File: src/accel_regs_pkg.sv
// constants and carrier types for the buffered axis readout register bank
// Operation
// - buffer y low byte gives bits 7:0, or 11:4 under big-endian order
// - buffer y high byte gives bits 11:8, or 3:0 under big-endian order
// - buffer z low and high bytes follow the same byte-order split
// - y skip set makes auto-increment pass over both buffer y registers unless x and z skip are set too
// - z skip set makes auto-increment pass over both buffer z registers unless x and y skip are set too
// - revision register is read-only, two bcd digits major.minor 1.0 to 9.9
// - identity register is read-only and returns a fixed 8-bit product code
// - system mode register is read-only: mode, gate error flag, gate count
// - boot pin low resets mode and config1 to 00h; high to 01h and 03h
// - config1 read-write: range, self-test axis and polarity, soft reset, active
// - config2 read-write: wake/sleep power, byte order, auto-increment, fast read
// - config2 resets to 00h whatever the boot pin level
package accel_regs_pkg;
   localparam logic [7:0] ADDR_BUF_X_LO = 8'h0C;
   localparam logic [7:0] ADDR_BUF_X_HI = 8'h0D;
   localparam logic [7:0] ADDR_BUF_Y_LO = 8'h0E;
   localparam logic [7:0] ADDR_BUF_Y_HI = 8'h0F;
   localparam logic [7:0] ADDR_BUF_Z_LO = 8'h10;
   localparam logic [7:0] ADDR_BUF_Z_HI = 8'h11;
   localparam logic [7:0] ADDR_REVISION = 8'h12;
   localparam logic [7:0] ADDR_IDENTITY = 8'h13;
   localparam logic [7:0] ADDR_OPERATING_STATE_STATUS = 8'h14;
   localparam logic [7:0] ADDR_CONFIG1 = 8'h15;
   localparam logic [7:0] ADDR_CONFIG2 = 8'h16;
   localparam logic [7:0] ADDR_IRQ_STATUS = 8'h30;
   localparam logic [7:0] ADDR_IRQ_MASK = 8'h31;
   localparam logic [7:0] MODE_RST_LOW = 8'h00;
   localparam logic [7:0] MODE_RST_HIGH = 8'h01;
   localparam logic [7:0] CONFIG1_RST_LOW = 8'h00;
   localparam logic [7:0] CONFIG1_RST_HIGH = 8'h03;
   localparam logic [7:0] CONFIG2_RST = 8'h00;
   localparam logic [7:0] IRQ_RST = 8'h00;
   localparam int CONFIG1_SRST_BIT = 7;
   localparam int CONFIG2_FREAD_BIT = 0;
   localparam int CONFIG2_AINC_BIT = 1;
   localparam int CONFIG2_ORDER_BIT = 2;
   localparam int IRQ_GATE_ERR_BIT = 0;
   localparam int IRQ_MODE_CHG_BIT = 1;
   localparam int SYNC_STAGES = 2;

   typedef struct packed {
      logic [7:0] addr;
      logic [7:0] wdata;
      logic wr;
      logic rd;
   } host_req_t;

   typedef struct packed {
      logic [1:0] mode;
      logic gate_err;
      logic [4:0] gate_cnt;
   } sys_state_t;
endpackage

File: src/accel_buffer_readout_regs.sv
// register bank for buffered y/z readout, identity, mode and first two configs
//
// Decided for this implementation: the strobed register port.
`timescale 1ns/1ns
module accel_buffer_readout_regs
   import accel_regs_pkg::*;
#(
   parameter logic [7:0] REVISION_BCD = 8'h10,
   // arbitrary neutral identification value
   parameter logic [7:0] IDENTITY_CODE = 8'h5A,
   parameter int SAMPLE_W = 12
) (
   input wire logic clk,
   input wire logic sys_rst,
   input wire host_req_t req,
   output logic [7:0] rdata_q,
   output logic [7:0] next_addr_q,
   input wire logic boot_mode_pin,
   input wire logic [SAMPLE_W-1:0] buf_y_sample,
   input wire logic [SAMPLE_W-1:0] buf_z_sample,
   input wire logic x_axis_skip,
   input wire logic y_axis_skip,
   input wire logic z_axis_skip,
   input wire sys_state_t sys_state,
   output logic [7:0] config1_q,
   output logic [7:0] config2_q,
   output logic byte_order_select,
   output logic fast_read_select,
   output logic irq
);

   initial begin
      if (SAMPLE_W != 12) begin
         $error("sample width must be 12");
      end
      if (REVISION_BCD[7:4] < 4'h1 || REVISION_BCD[7:4] > 4'h9 ||
          REVISION_BCD[3:0] > 4'h9) begin
         $error("revision must be bcd 1.0 to 9.9");
      end
   end

   logic [SYNC_STAGES-1:0] boot_sync_q;
   logic boot_level;
   logic [7:0] operating_state_status_q;
   logic [7:0] operating_state_status_d;
   logic [7:0] irq_status_q;
   logic [7:0] irq_mask_q;
   logic [7:0] irq_events;
   logic [7:0] rdata_d;
   logic [7:0] next_addr_d;
   logic srst_q;

   // boot pin synchroniser
   always_ff @(posedge clk) begin
      boot_sync_q <= {boot_sync_q[SYNC_STAGES-2:0], boot_mode_pin};
   end
   assign boot_level = boot_sync_q[SYNC_STAGES-1];

   function automatic logic [7:0] low_byte(input logic [11:0] s, input logic be);
      return be ? s[11:4] : s[7:0];
   endfunction

   function automatic logic [7:0] high_byte(input logic [11:0] s, input logic be);
      return be ? {4'h0, s[3:0]} : {4'h0, s[11:8]};
   endfunction

   // auto-increment successor of a read address
   function automatic logic [7:0] next_of(input logic [7:0] a, input logic fr,
                                          input logic xs, input logic ys,
                                          input logic zs);
      logic [7:0] n;
      n = a + 8'h01;
      case (a)
         ADDR_BUF_X_HI: begin
            n = !ys ? ADDR_BUF_Y_LO : (!zs ? ADDR_BUF_Z_LO : ADDR_BUF_X_LO);
         end
         ADDR_BUF_Y_LO: begin
            if (fr) begin
               n = !zs ? ADDR_BUF_Z_LO : (!xs ? ADDR_BUF_X_LO : ADDR_BUF_Y_LO);
            end
         end
         ADDR_BUF_Y_HI: begin
            n = !zs ? ADDR_BUF_Z_LO : (!xs ? ADDR_BUF_X_LO : ADDR_BUF_Y_LO);
         end
         ADDR_BUF_Z_LO: begin
            if (fr) begin
               n = !xs ? ADDR_BUF_X_LO : (!ys ? ADDR_BUF_Y_LO : ADDR_BUF_Z_LO);
            end
         end
         ADDR_BUF_Z_HI: begin
            n = !xs ? ADDR_BUF_X_LO : (!ys ? ADDR_BUF_Y_LO : ADDR_BUF_Z_LO);
         end
         default: begin
            n = a + 8'h01;
         end
      endcase
      return n;
   endfunction

   assign byte_order_select = config2_q[CONFIG2_ORDER_BIT];
   assign fast_read_select = config2_q[CONFIG2_FREAD_BIT];

   // config1 with boot-dependent reset and self-clearing soft reset
   always_ff @(posedge clk) begin
      if (sys_rst || srst_q) begin
         config1_q <= boot_level ? CONFIG1_RST_HIGH : CONFIG1_RST_LOW;
      end else if (req.wr && req.addr == ADDR_CONFIG1) begin
         config1_q <= req.wdata;
      end
   end

   always_ff @(posedge clk) begin
      if (sys_rst) begin
         srst_q <= 1'b0;
      end else begin
         srst_q <= req.wr && req.addr == ADDR_CONFIG1 && req.wdata[CONFIG1_SRST_BIT];
      end
   end

   // config2 ignores the boot pin
   always_ff @(posedge clk) begin
      if (sys_rst || srst_q) begin
         config2_q <= CONFIG2_RST;
      end else if (req.wr && req.addr == ADDR_CONFIG2) begin
         config2_q <= req.wdata;
      end
   end

   // system mode follows the live state after reset
   assign operating_state_status_d = {sys_state.gate_cnt, sys_state.gate_err, sys_state.mode};

   always_ff @(posedge clk) begin
      if (sys_rst) begin
         operating_state_status_q <= boot_level ? MODE_RST_HIGH : MODE_RST_LOW;
      end else begin
         operating_state_status_q <= operating_state_status_d;
      end
   end

   // sticky events: gate error rise, mode change
   always_comb begin
      irq_events = 8'h00;
      irq_events[IRQ_GATE_ERR_BIT] = operating_state_status_d[2] && !operating_state_status_q[2];
      irq_events[IRQ_MODE_CHG_BIT] = operating_state_status_d[1:0] != operating_state_status_q[1:0];
   end

   always_ff @(posedge clk) begin
      if (sys_rst) begin
         irq_status_q <= IRQ_RST;
      end else if (req.rd && req.addr == ADDR_IRQ_STATUS) begin
         irq_status_q <= irq_events;
      end else begin
         irq_status_q <= irq_status_q | irq_events;
      end
   end

   always_ff @(posedge clk) begin
      if (sys_rst) begin
         irq_mask_q <= IRQ_RST;
      end else if (req.wr && req.addr == ADDR_IRQ_MASK) begin
         irq_mask_q <= req.wdata;
      end
   end

   assign irq = |(irq_status_q & irq_mask_q);

   // read mux
   always_comb begin
      rdata_d = 8'h00;
      case (req.addr)
         ADDR_BUF_Y_LO: rdata_d = low_byte(buf_y_sample, byte_order_select);
         ADDR_BUF_Y_HI: rdata_d = high_byte(buf_y_sample, byte_order_select);
         ADDR_BUF_Z_LO: rdata_d = low_byte(buf_z_sample, byte_order_select);
         ADDR_BUF_Z_HI: rdata_d = high_byte(buf_z_sample, byte_order_select);
         ADDR_REVISION: rdata_d = REVISION_BCD;
         ADDR_IDENTITY: rdata_d = IDENTITY_CODE;
         ADDR_OPERATING_STATE_STATUS: rdata_d = operating_state_status_q;
         ADDR_CONFIG1: rdata_d = config1_q;
         ADDR_CONFIG2: rdata_d = config2_q;
         ADDR_IRQ_STATUS: rdata_d = irq_status_q;
         ADDR_IRQ_MASK: rdata_d = irq_mask_q;
         default: rdata_d = 8'h00;
      endcase
   end

   always_ff @(posedge clk) begin
      if (sys_rst) begin
         rdata_q <= 8'h00;
      end else if (req.rd) begin
         rdata_q <= rdata_d;
      end else begin
         rdata_q <= 8'h00;
      end
   end

   // auto-increment pointer for multi-byte reads
   assign next_addr_d = next_of(req.addr, fast_read_select, x_axis_skip,
                                y_axis_skip, z_axis_skip);

   always_ff @(posedge clk) begin
      if (sys_rst) begin
         next_addr_q <= 8'h00;
      end else if (req.rd) begin
         next_addr_q <= next_addr_d;
      end
   end

   chk_y_low_order: assert property (@(posedge clk) disable iff (sys_rst)
      req.rd && req.addr == ADDR_BUF_Y_LO |=> rdata_q ==
      ($past(byte_order_select) ? $past(buf_y_sample[11:4]) : $past(buf_y_sample[7:0])))
      else $error("buffer y low byte wrong");
   chk_y_high_order: assert property (@(posedge clk) disable iff (sys_rst)
      req.rd && req.addr == ADDR_BUF_Y_HI |=> rdata_q[7:4] == 4'h0 && rdata_q[3:0] ==
      ($past(byte_order_select) ? $past(buf_y_sample[3:0]) : $past(buf_y_sample[11:8])))
      else $error("buffer y high byte wrong");
   chk_z_low_order: assert property (@(posedge clk) disable iff (sys_rst)
      req.rd && req.addr == ADDR_BUF_Z_LO |=> rdata_q ==
      ($past(byte_order_select) ? $past(buf_z_sample[11:4]) : $past(buf_z_sample[7:0])))
      else $error("buffer z low byte wrong");
   chk_y_skip_next: assert property (@(posedge clk) disable iff (sys_rst)
      req.rd && y_axis_skip |=> next_addr_q != ADDR_BUF_Y_LO || $past(x_axis_skip && z_axis_skip))
      else $error("skipped y register visited");
   chk_z_skip_next: assert property (@(posedge clk) disable iff (sys_rst)
      req.rd && z_axis_skip |=> next_addr_q != ADDR_BUF_Z_LO || $past(x_axis_skip && y_axis_skip))
      else $error("skipped z register visited");
   chk_ident_fixed: assert property (@(posedge clk) disable iff (sys_rst)
      req.rd && req.addr == ADDR_IDENTITY |=> rdata_q == IDENTITY_CODE)
      else $error("identity value wrong");
   chk_rev_readonly: assert property (@(posedge clk) disable iff (sys_rst)
      req.rd && req.addr == ADDR_REVISION |=> rdata_q == REVISION_BCD)
      else $error("revision value wrong");
   chk_cfg2_reset: assert property (@(posedge clk)
      sys_rst |=> config2_q == CONFIG2_RST)
      else $error("config2 reset value wrong");
   chk_cfg1_boot: assert property (@(posedge clk)
      sys_rst [*3] |=> config1_q == ($past(boot_level) ? CONFIG1_RST_HIGH : CONFIG1_RST_LOW))
      else $error("config1 boot reset wrong");
   chk_fast_wrap: assert property (@(posedge clk) disable iff (sys_rst)
      req.rd && req.addr == ADDR_BUF_Z_LO && fast_read_select && !x_axis_skip
      |=> next_addr_q == ADDR_BUF_X_LO)
      else $error("fast read wrap wrong");
   chk_cfg2_write: assert property (@(posedge clk) disable iff (sys_rst)
      req.wr && req.addr == ADDR_CONFIG2 |=> srst_q || config2_q == $past(req.wdata))
      else $error("config2 write lost");

   cov_fast_burst: cover property (@(posedge clk) disable iff (sys_rst)
      req.rd && fast_read_select && req.addr == ADDR_BUF_Z_LO);
   cov_big_endian: cover property (@(posedge clk) disable iff (sys_rst)
      req.rd && byte_order_select && req.addr == ADDR_BUF_Y_LO);
   cov_irq_raise: cover property (@(posedge clk) disable iff (sys_rst) !irq ##1 irq);

endmodule

File: config.mk
export PLATFORM = sky130hd
export DESIGN_NAME = accel_buffer_readout_regs
export DESIGN_NICKNAME = d
export VERILOG_FILES = /design/src/accel_regs_pkg.sv /design/src/accel_buffer_readout_regs.sv
export SDC_FILE = /design/constraint.sdc
export NUM_CORES = 1
export LEC_CHECK = 0
export ABC_AREA = 1
export ABC_CLOCK_PERIOD_IN_PS = 1800
export BUFFER_PORTS_ARGS = -buffer_cell sky130_fd_sc_hd__buf_2
export CAP_MARGIN = 30
export CORE_AREA = 8 8 98 100
export DETAILED_ROUTE_END_ITERATION = 8
export DIE_AREA = 0 0 106 108
export PLACE_DENSITY_LB_ADDON = 0.15
export SETUP_SLACK_MARGIN = 0.1
export SLEW_MARGIN = 25
export SYNTH_ARGS = -nofsm -noshare
export SYNTH_HDL_FRONTEND = slang
export SYNTH_SLANG_ARGS = --single-unit
File: constraint.sdc
create_clock -name clk -period 1.8 [get_ports clk]
set_input_delay 0.09 -clock clk [delete_from_list [all_inputs] [get_ports clk]]
set_output_delay 0.09 -clock clk [all_outputs]
set_load 0.05 [all_outputs]
==> summary.txt <==
Run status
  • Status: finished, final reports clean

Setup path
  • RR Endpoint: rdata_q[7]$_SDFF_PP0_
  • FF-to-FF Start: config2_q[2]$_SDFFE_PN0P_
  • CP Launch Type: flip-flop
  • Critical Path End Type: flip-flop
  • Critical path type: reg2reg
  • Worst setup path start: config2_q[2]$_SDFFE_PN0P_
  • CP arrival: 1.70 ns
  • Critical path peak fanout: 16
  • Worst EP required: a little over 2 ns
  • FF-to-FF setup slack: 0.34 ns
  • FF-to-FF path depth: 6

Detailed routing
  • Met2 wire length: 4.57 mm
  • Metal1 wirelength: 4.48 mm
  • Highest metal used: met4
  • Post-Route WL: 9.77 mm
  • DRT iter0 DRCs: 155
  • Routed wire per std cell: 14.3 microns
  • Via density per instance: 4.93
  • DRT Pass-1 Iters: 5
  • Via count: 3,366
  • WL met3: 629 microns
  • Final ANT Viol Nets: 0
  • DRC viols: 0

Power
  • Leak Pwr: approximately 2.0 nW
  • Max IR drop VDD: 414 uV
  • Power consumption: 2.51 mW
  • Pwr dens: 644 nW/um^2

Cells and area
  • Storage cell area: 1140 sq um
  • Most frequent cells in the layout: nand2_1 (123), buf_2 (90), nor2_1 (68), inv_1 (58), dfxtp_1 (44)
  • # fillers: 867
  • Final Instance Count excl. Fillers: 683
  • Final net count: 637
  • Area of the multi-input gates: 1690 sq um
  • Proportion of layout cells with a drive suffix above 1: 23.2%
  • Diode count: 0
  • End-of-flow core utilization: 48.4%
  • Fin area: 3890 sq um
  • Area Overhead vs Synth: 23.4%
  • Leading cell type in the layout, fill and taps excluded: nand2_1

Clock network
  • H-tree lvl count: 2
  • Clock tree buffer depth: 2
  • Clk Latency, worst-skew pair: 0.31 ns
  • Clk sink count: 53
  • CTS Buf Count: 5
  • Postcts setup bufs: 0
  • Clock slew at reported path FFs: 0.09 ns
  • CTS tree: done
  • Root Driver: clkbuf_8

Synth
  • Mapped Area: 3150 sq um
  • Avg Inst Size Synth: 6.59 sq um
  • Cell variety after synth: 37
  • Synthesized flop and latch total: 53
  • Syn_nets: 539
  • Synth Warn #: 0
  • Syn Inst Count: approximately 480
  • Sequential share of the synthesized area: between 30 and 40%

Timing
  • Least-Margin Pin Slew: 0.429 ns
  • Max transition margin: between 70% and 80%
  • Fin crit share: 81.1%
  • Final hold slack: between 0.01 and 0.015 ns
  • Final setup viols: 0
  • Clock Skews: 0.0140 ns
  • Final Max Tran Viols: 0
  • Tmin final: 1.46 ns
  • Fmax: 0.685 GHz
  • RSZ-0062 raised after global routing: no
  • Final Hold Fails: 0
  • Final setup margin: 0.340 ns
  • Setup TNS: 0 ns

Floorplanning
  • Die Wd: 106 microns
  • Die Span Y: 108 microns
  • Die footprint: 11,400 sq um
  • # rows: 33
  • Io pins: 91
  • Core Area: 8050 sq um
  • Initial Util: 39.2%

Global route
  • GRT overflow: 0
  • First-pass GRT wire length: 15.8 mm
  • Initial antenna violation count: 0
  • Vias in the first global route: around 3,300
  • GRT Total Usage: 16.8%
  • Largest net degree at the start of global routing: 30

Placed design
  • Placed cell count: 667
  • GPL Wtd Cong: 0.884
  • IO Port Bufs: 90
  • Post-DP HPWL: 7.73 mm
  • Place WS: 0.133 ns
  • Placed Area: 3710 sq um

Hold path
  • WHS Endpoint: operating_state_status_q[1]$_SDFF_PP0_
  • Hold Path Depth: 3
  • Hold path start: sys_state[7]
  • Hold WC Path Type: in2reg

Flow run
  • MaxCap Viol Count: 0
## synthesized netlist by cell type
master     count  area, sq um
a21oi_1       28          140
a22o_1         2         17.5
a22oi_1        1         7.51
a31oi_1        1         6.26
buf_1          1         3.75
buf_2          4         20.0
buf_4          4         30.0
buf_6          2         22.5
clkbuf_1       4         15.0
clkinv_2       2         10.0
dfxtp_1       45          901
edfxtp_1       8          240
ha_1           4         50.1
inv_1         58          218
inv_2          2         7.51
nand2_1      123          462
nand2_2        6         37.5
nand2_4        1         11.3
nand3_1       32          160
nand3_2        2         20.0
nand3b_1       2         15.0
nand4_1        9         56.3
nor2_1        68          255
nor2_2         5         31.3
nor2_4         6         67.6
nor3_1         5         25.0
nor3_2         1         10.0
nor4_1         1         6.26
o211ai_1       7         52.6
o21ai_0       31          155
o21ai_1        3         15.0
o22ai_1        1         6.26
o2bb2ai_1      1         8.76
o31ai_1        1         7.51
or2_2          3         18.8
xnor2_1        3         26.3
xor2_1         2         17.5
## where the power goes
part	switching (mW)	leakage, nW	internal (mW)
registers	0.0216	0.446	1.25
clock network	0.401	0.0552	0.414
logic	0.285	1.47	0.140
total	0.708	1.97	1.80
## cells by family after synthesis
logic type | after synthesis | share of synthesized area [%]
DFF | 53 | 36.2
and+or+nand+nor | 264 | 37.3
adders and majority gates | 4 | 1.59
xor gates and xnor gates | 5 | 1.39
AOI/OAI and AO/OA | 76 | 13.2
buffers and inverters | 77 | 10.4
## routing by layer
layer  vias to the layer above  track usage, %
li1                       1727               -
met1                      1524            21.2
met2                       105            28.3
met3                        10            4.10
met4                         0            4.12
met5                         -               0
## how the worst max path moves through the flow
stage,end,slack [ns],cells after the start
final,rdata_q[7]$_SDFF_PP0_,0.34,6
after global routing,next_addr_q[1]$_SDFFE_PP0P_,0.11,9
after CTS,rdata_q[7]$_SDFF_PP0_,0.34,6
after detailed placement,rdata_q[4]$_SDFF_PP0_,0.13,10
after global placement,rdata_q[7]$_SDFF_PP0_,0.17,10
after floorplan,config1_q[0]$_DFFE_PP_,0.10,6
## state kept, by name (all words and copies together) (netlist names)
signal	flops
config1_q	8
config2_q	8
rdata_q	8
boot_sync_q	2
irq_mask_q	8
next_addr_q	8
operating_state_status_q	8
srst_q	1
irq_status_q	2
## worst max-delay path, stage by stage (launching register included)
cell     delay, ns
dfxtp_2       0.33
inv_1         0.32
buf_4         0.24
nor2_1        0.05
o31ai_1       0.27
nor2_1        0.08
nor2_1        0.11
## area by class of cell
| class | instances | share of cell area (%) |
|---|---|---|
| clock buffer | 6 | 1.86 |
| tap | 105 | 3.37 |
| inverter | 62 | 6.04 |
| multi-input combinational | 349 | 43.3 |
| timing repair buffer | 106 | 15.2 |
| sequential | 53 | 29.3 |
| clock inverter | 2 | 0.900 |
## repair_timing
action	CTS	global route
hold endpoints to repair	8	0
hold buffers	8	0
resized for setup	0	0
Note: power is estimated with default switching activity, not from simulation.
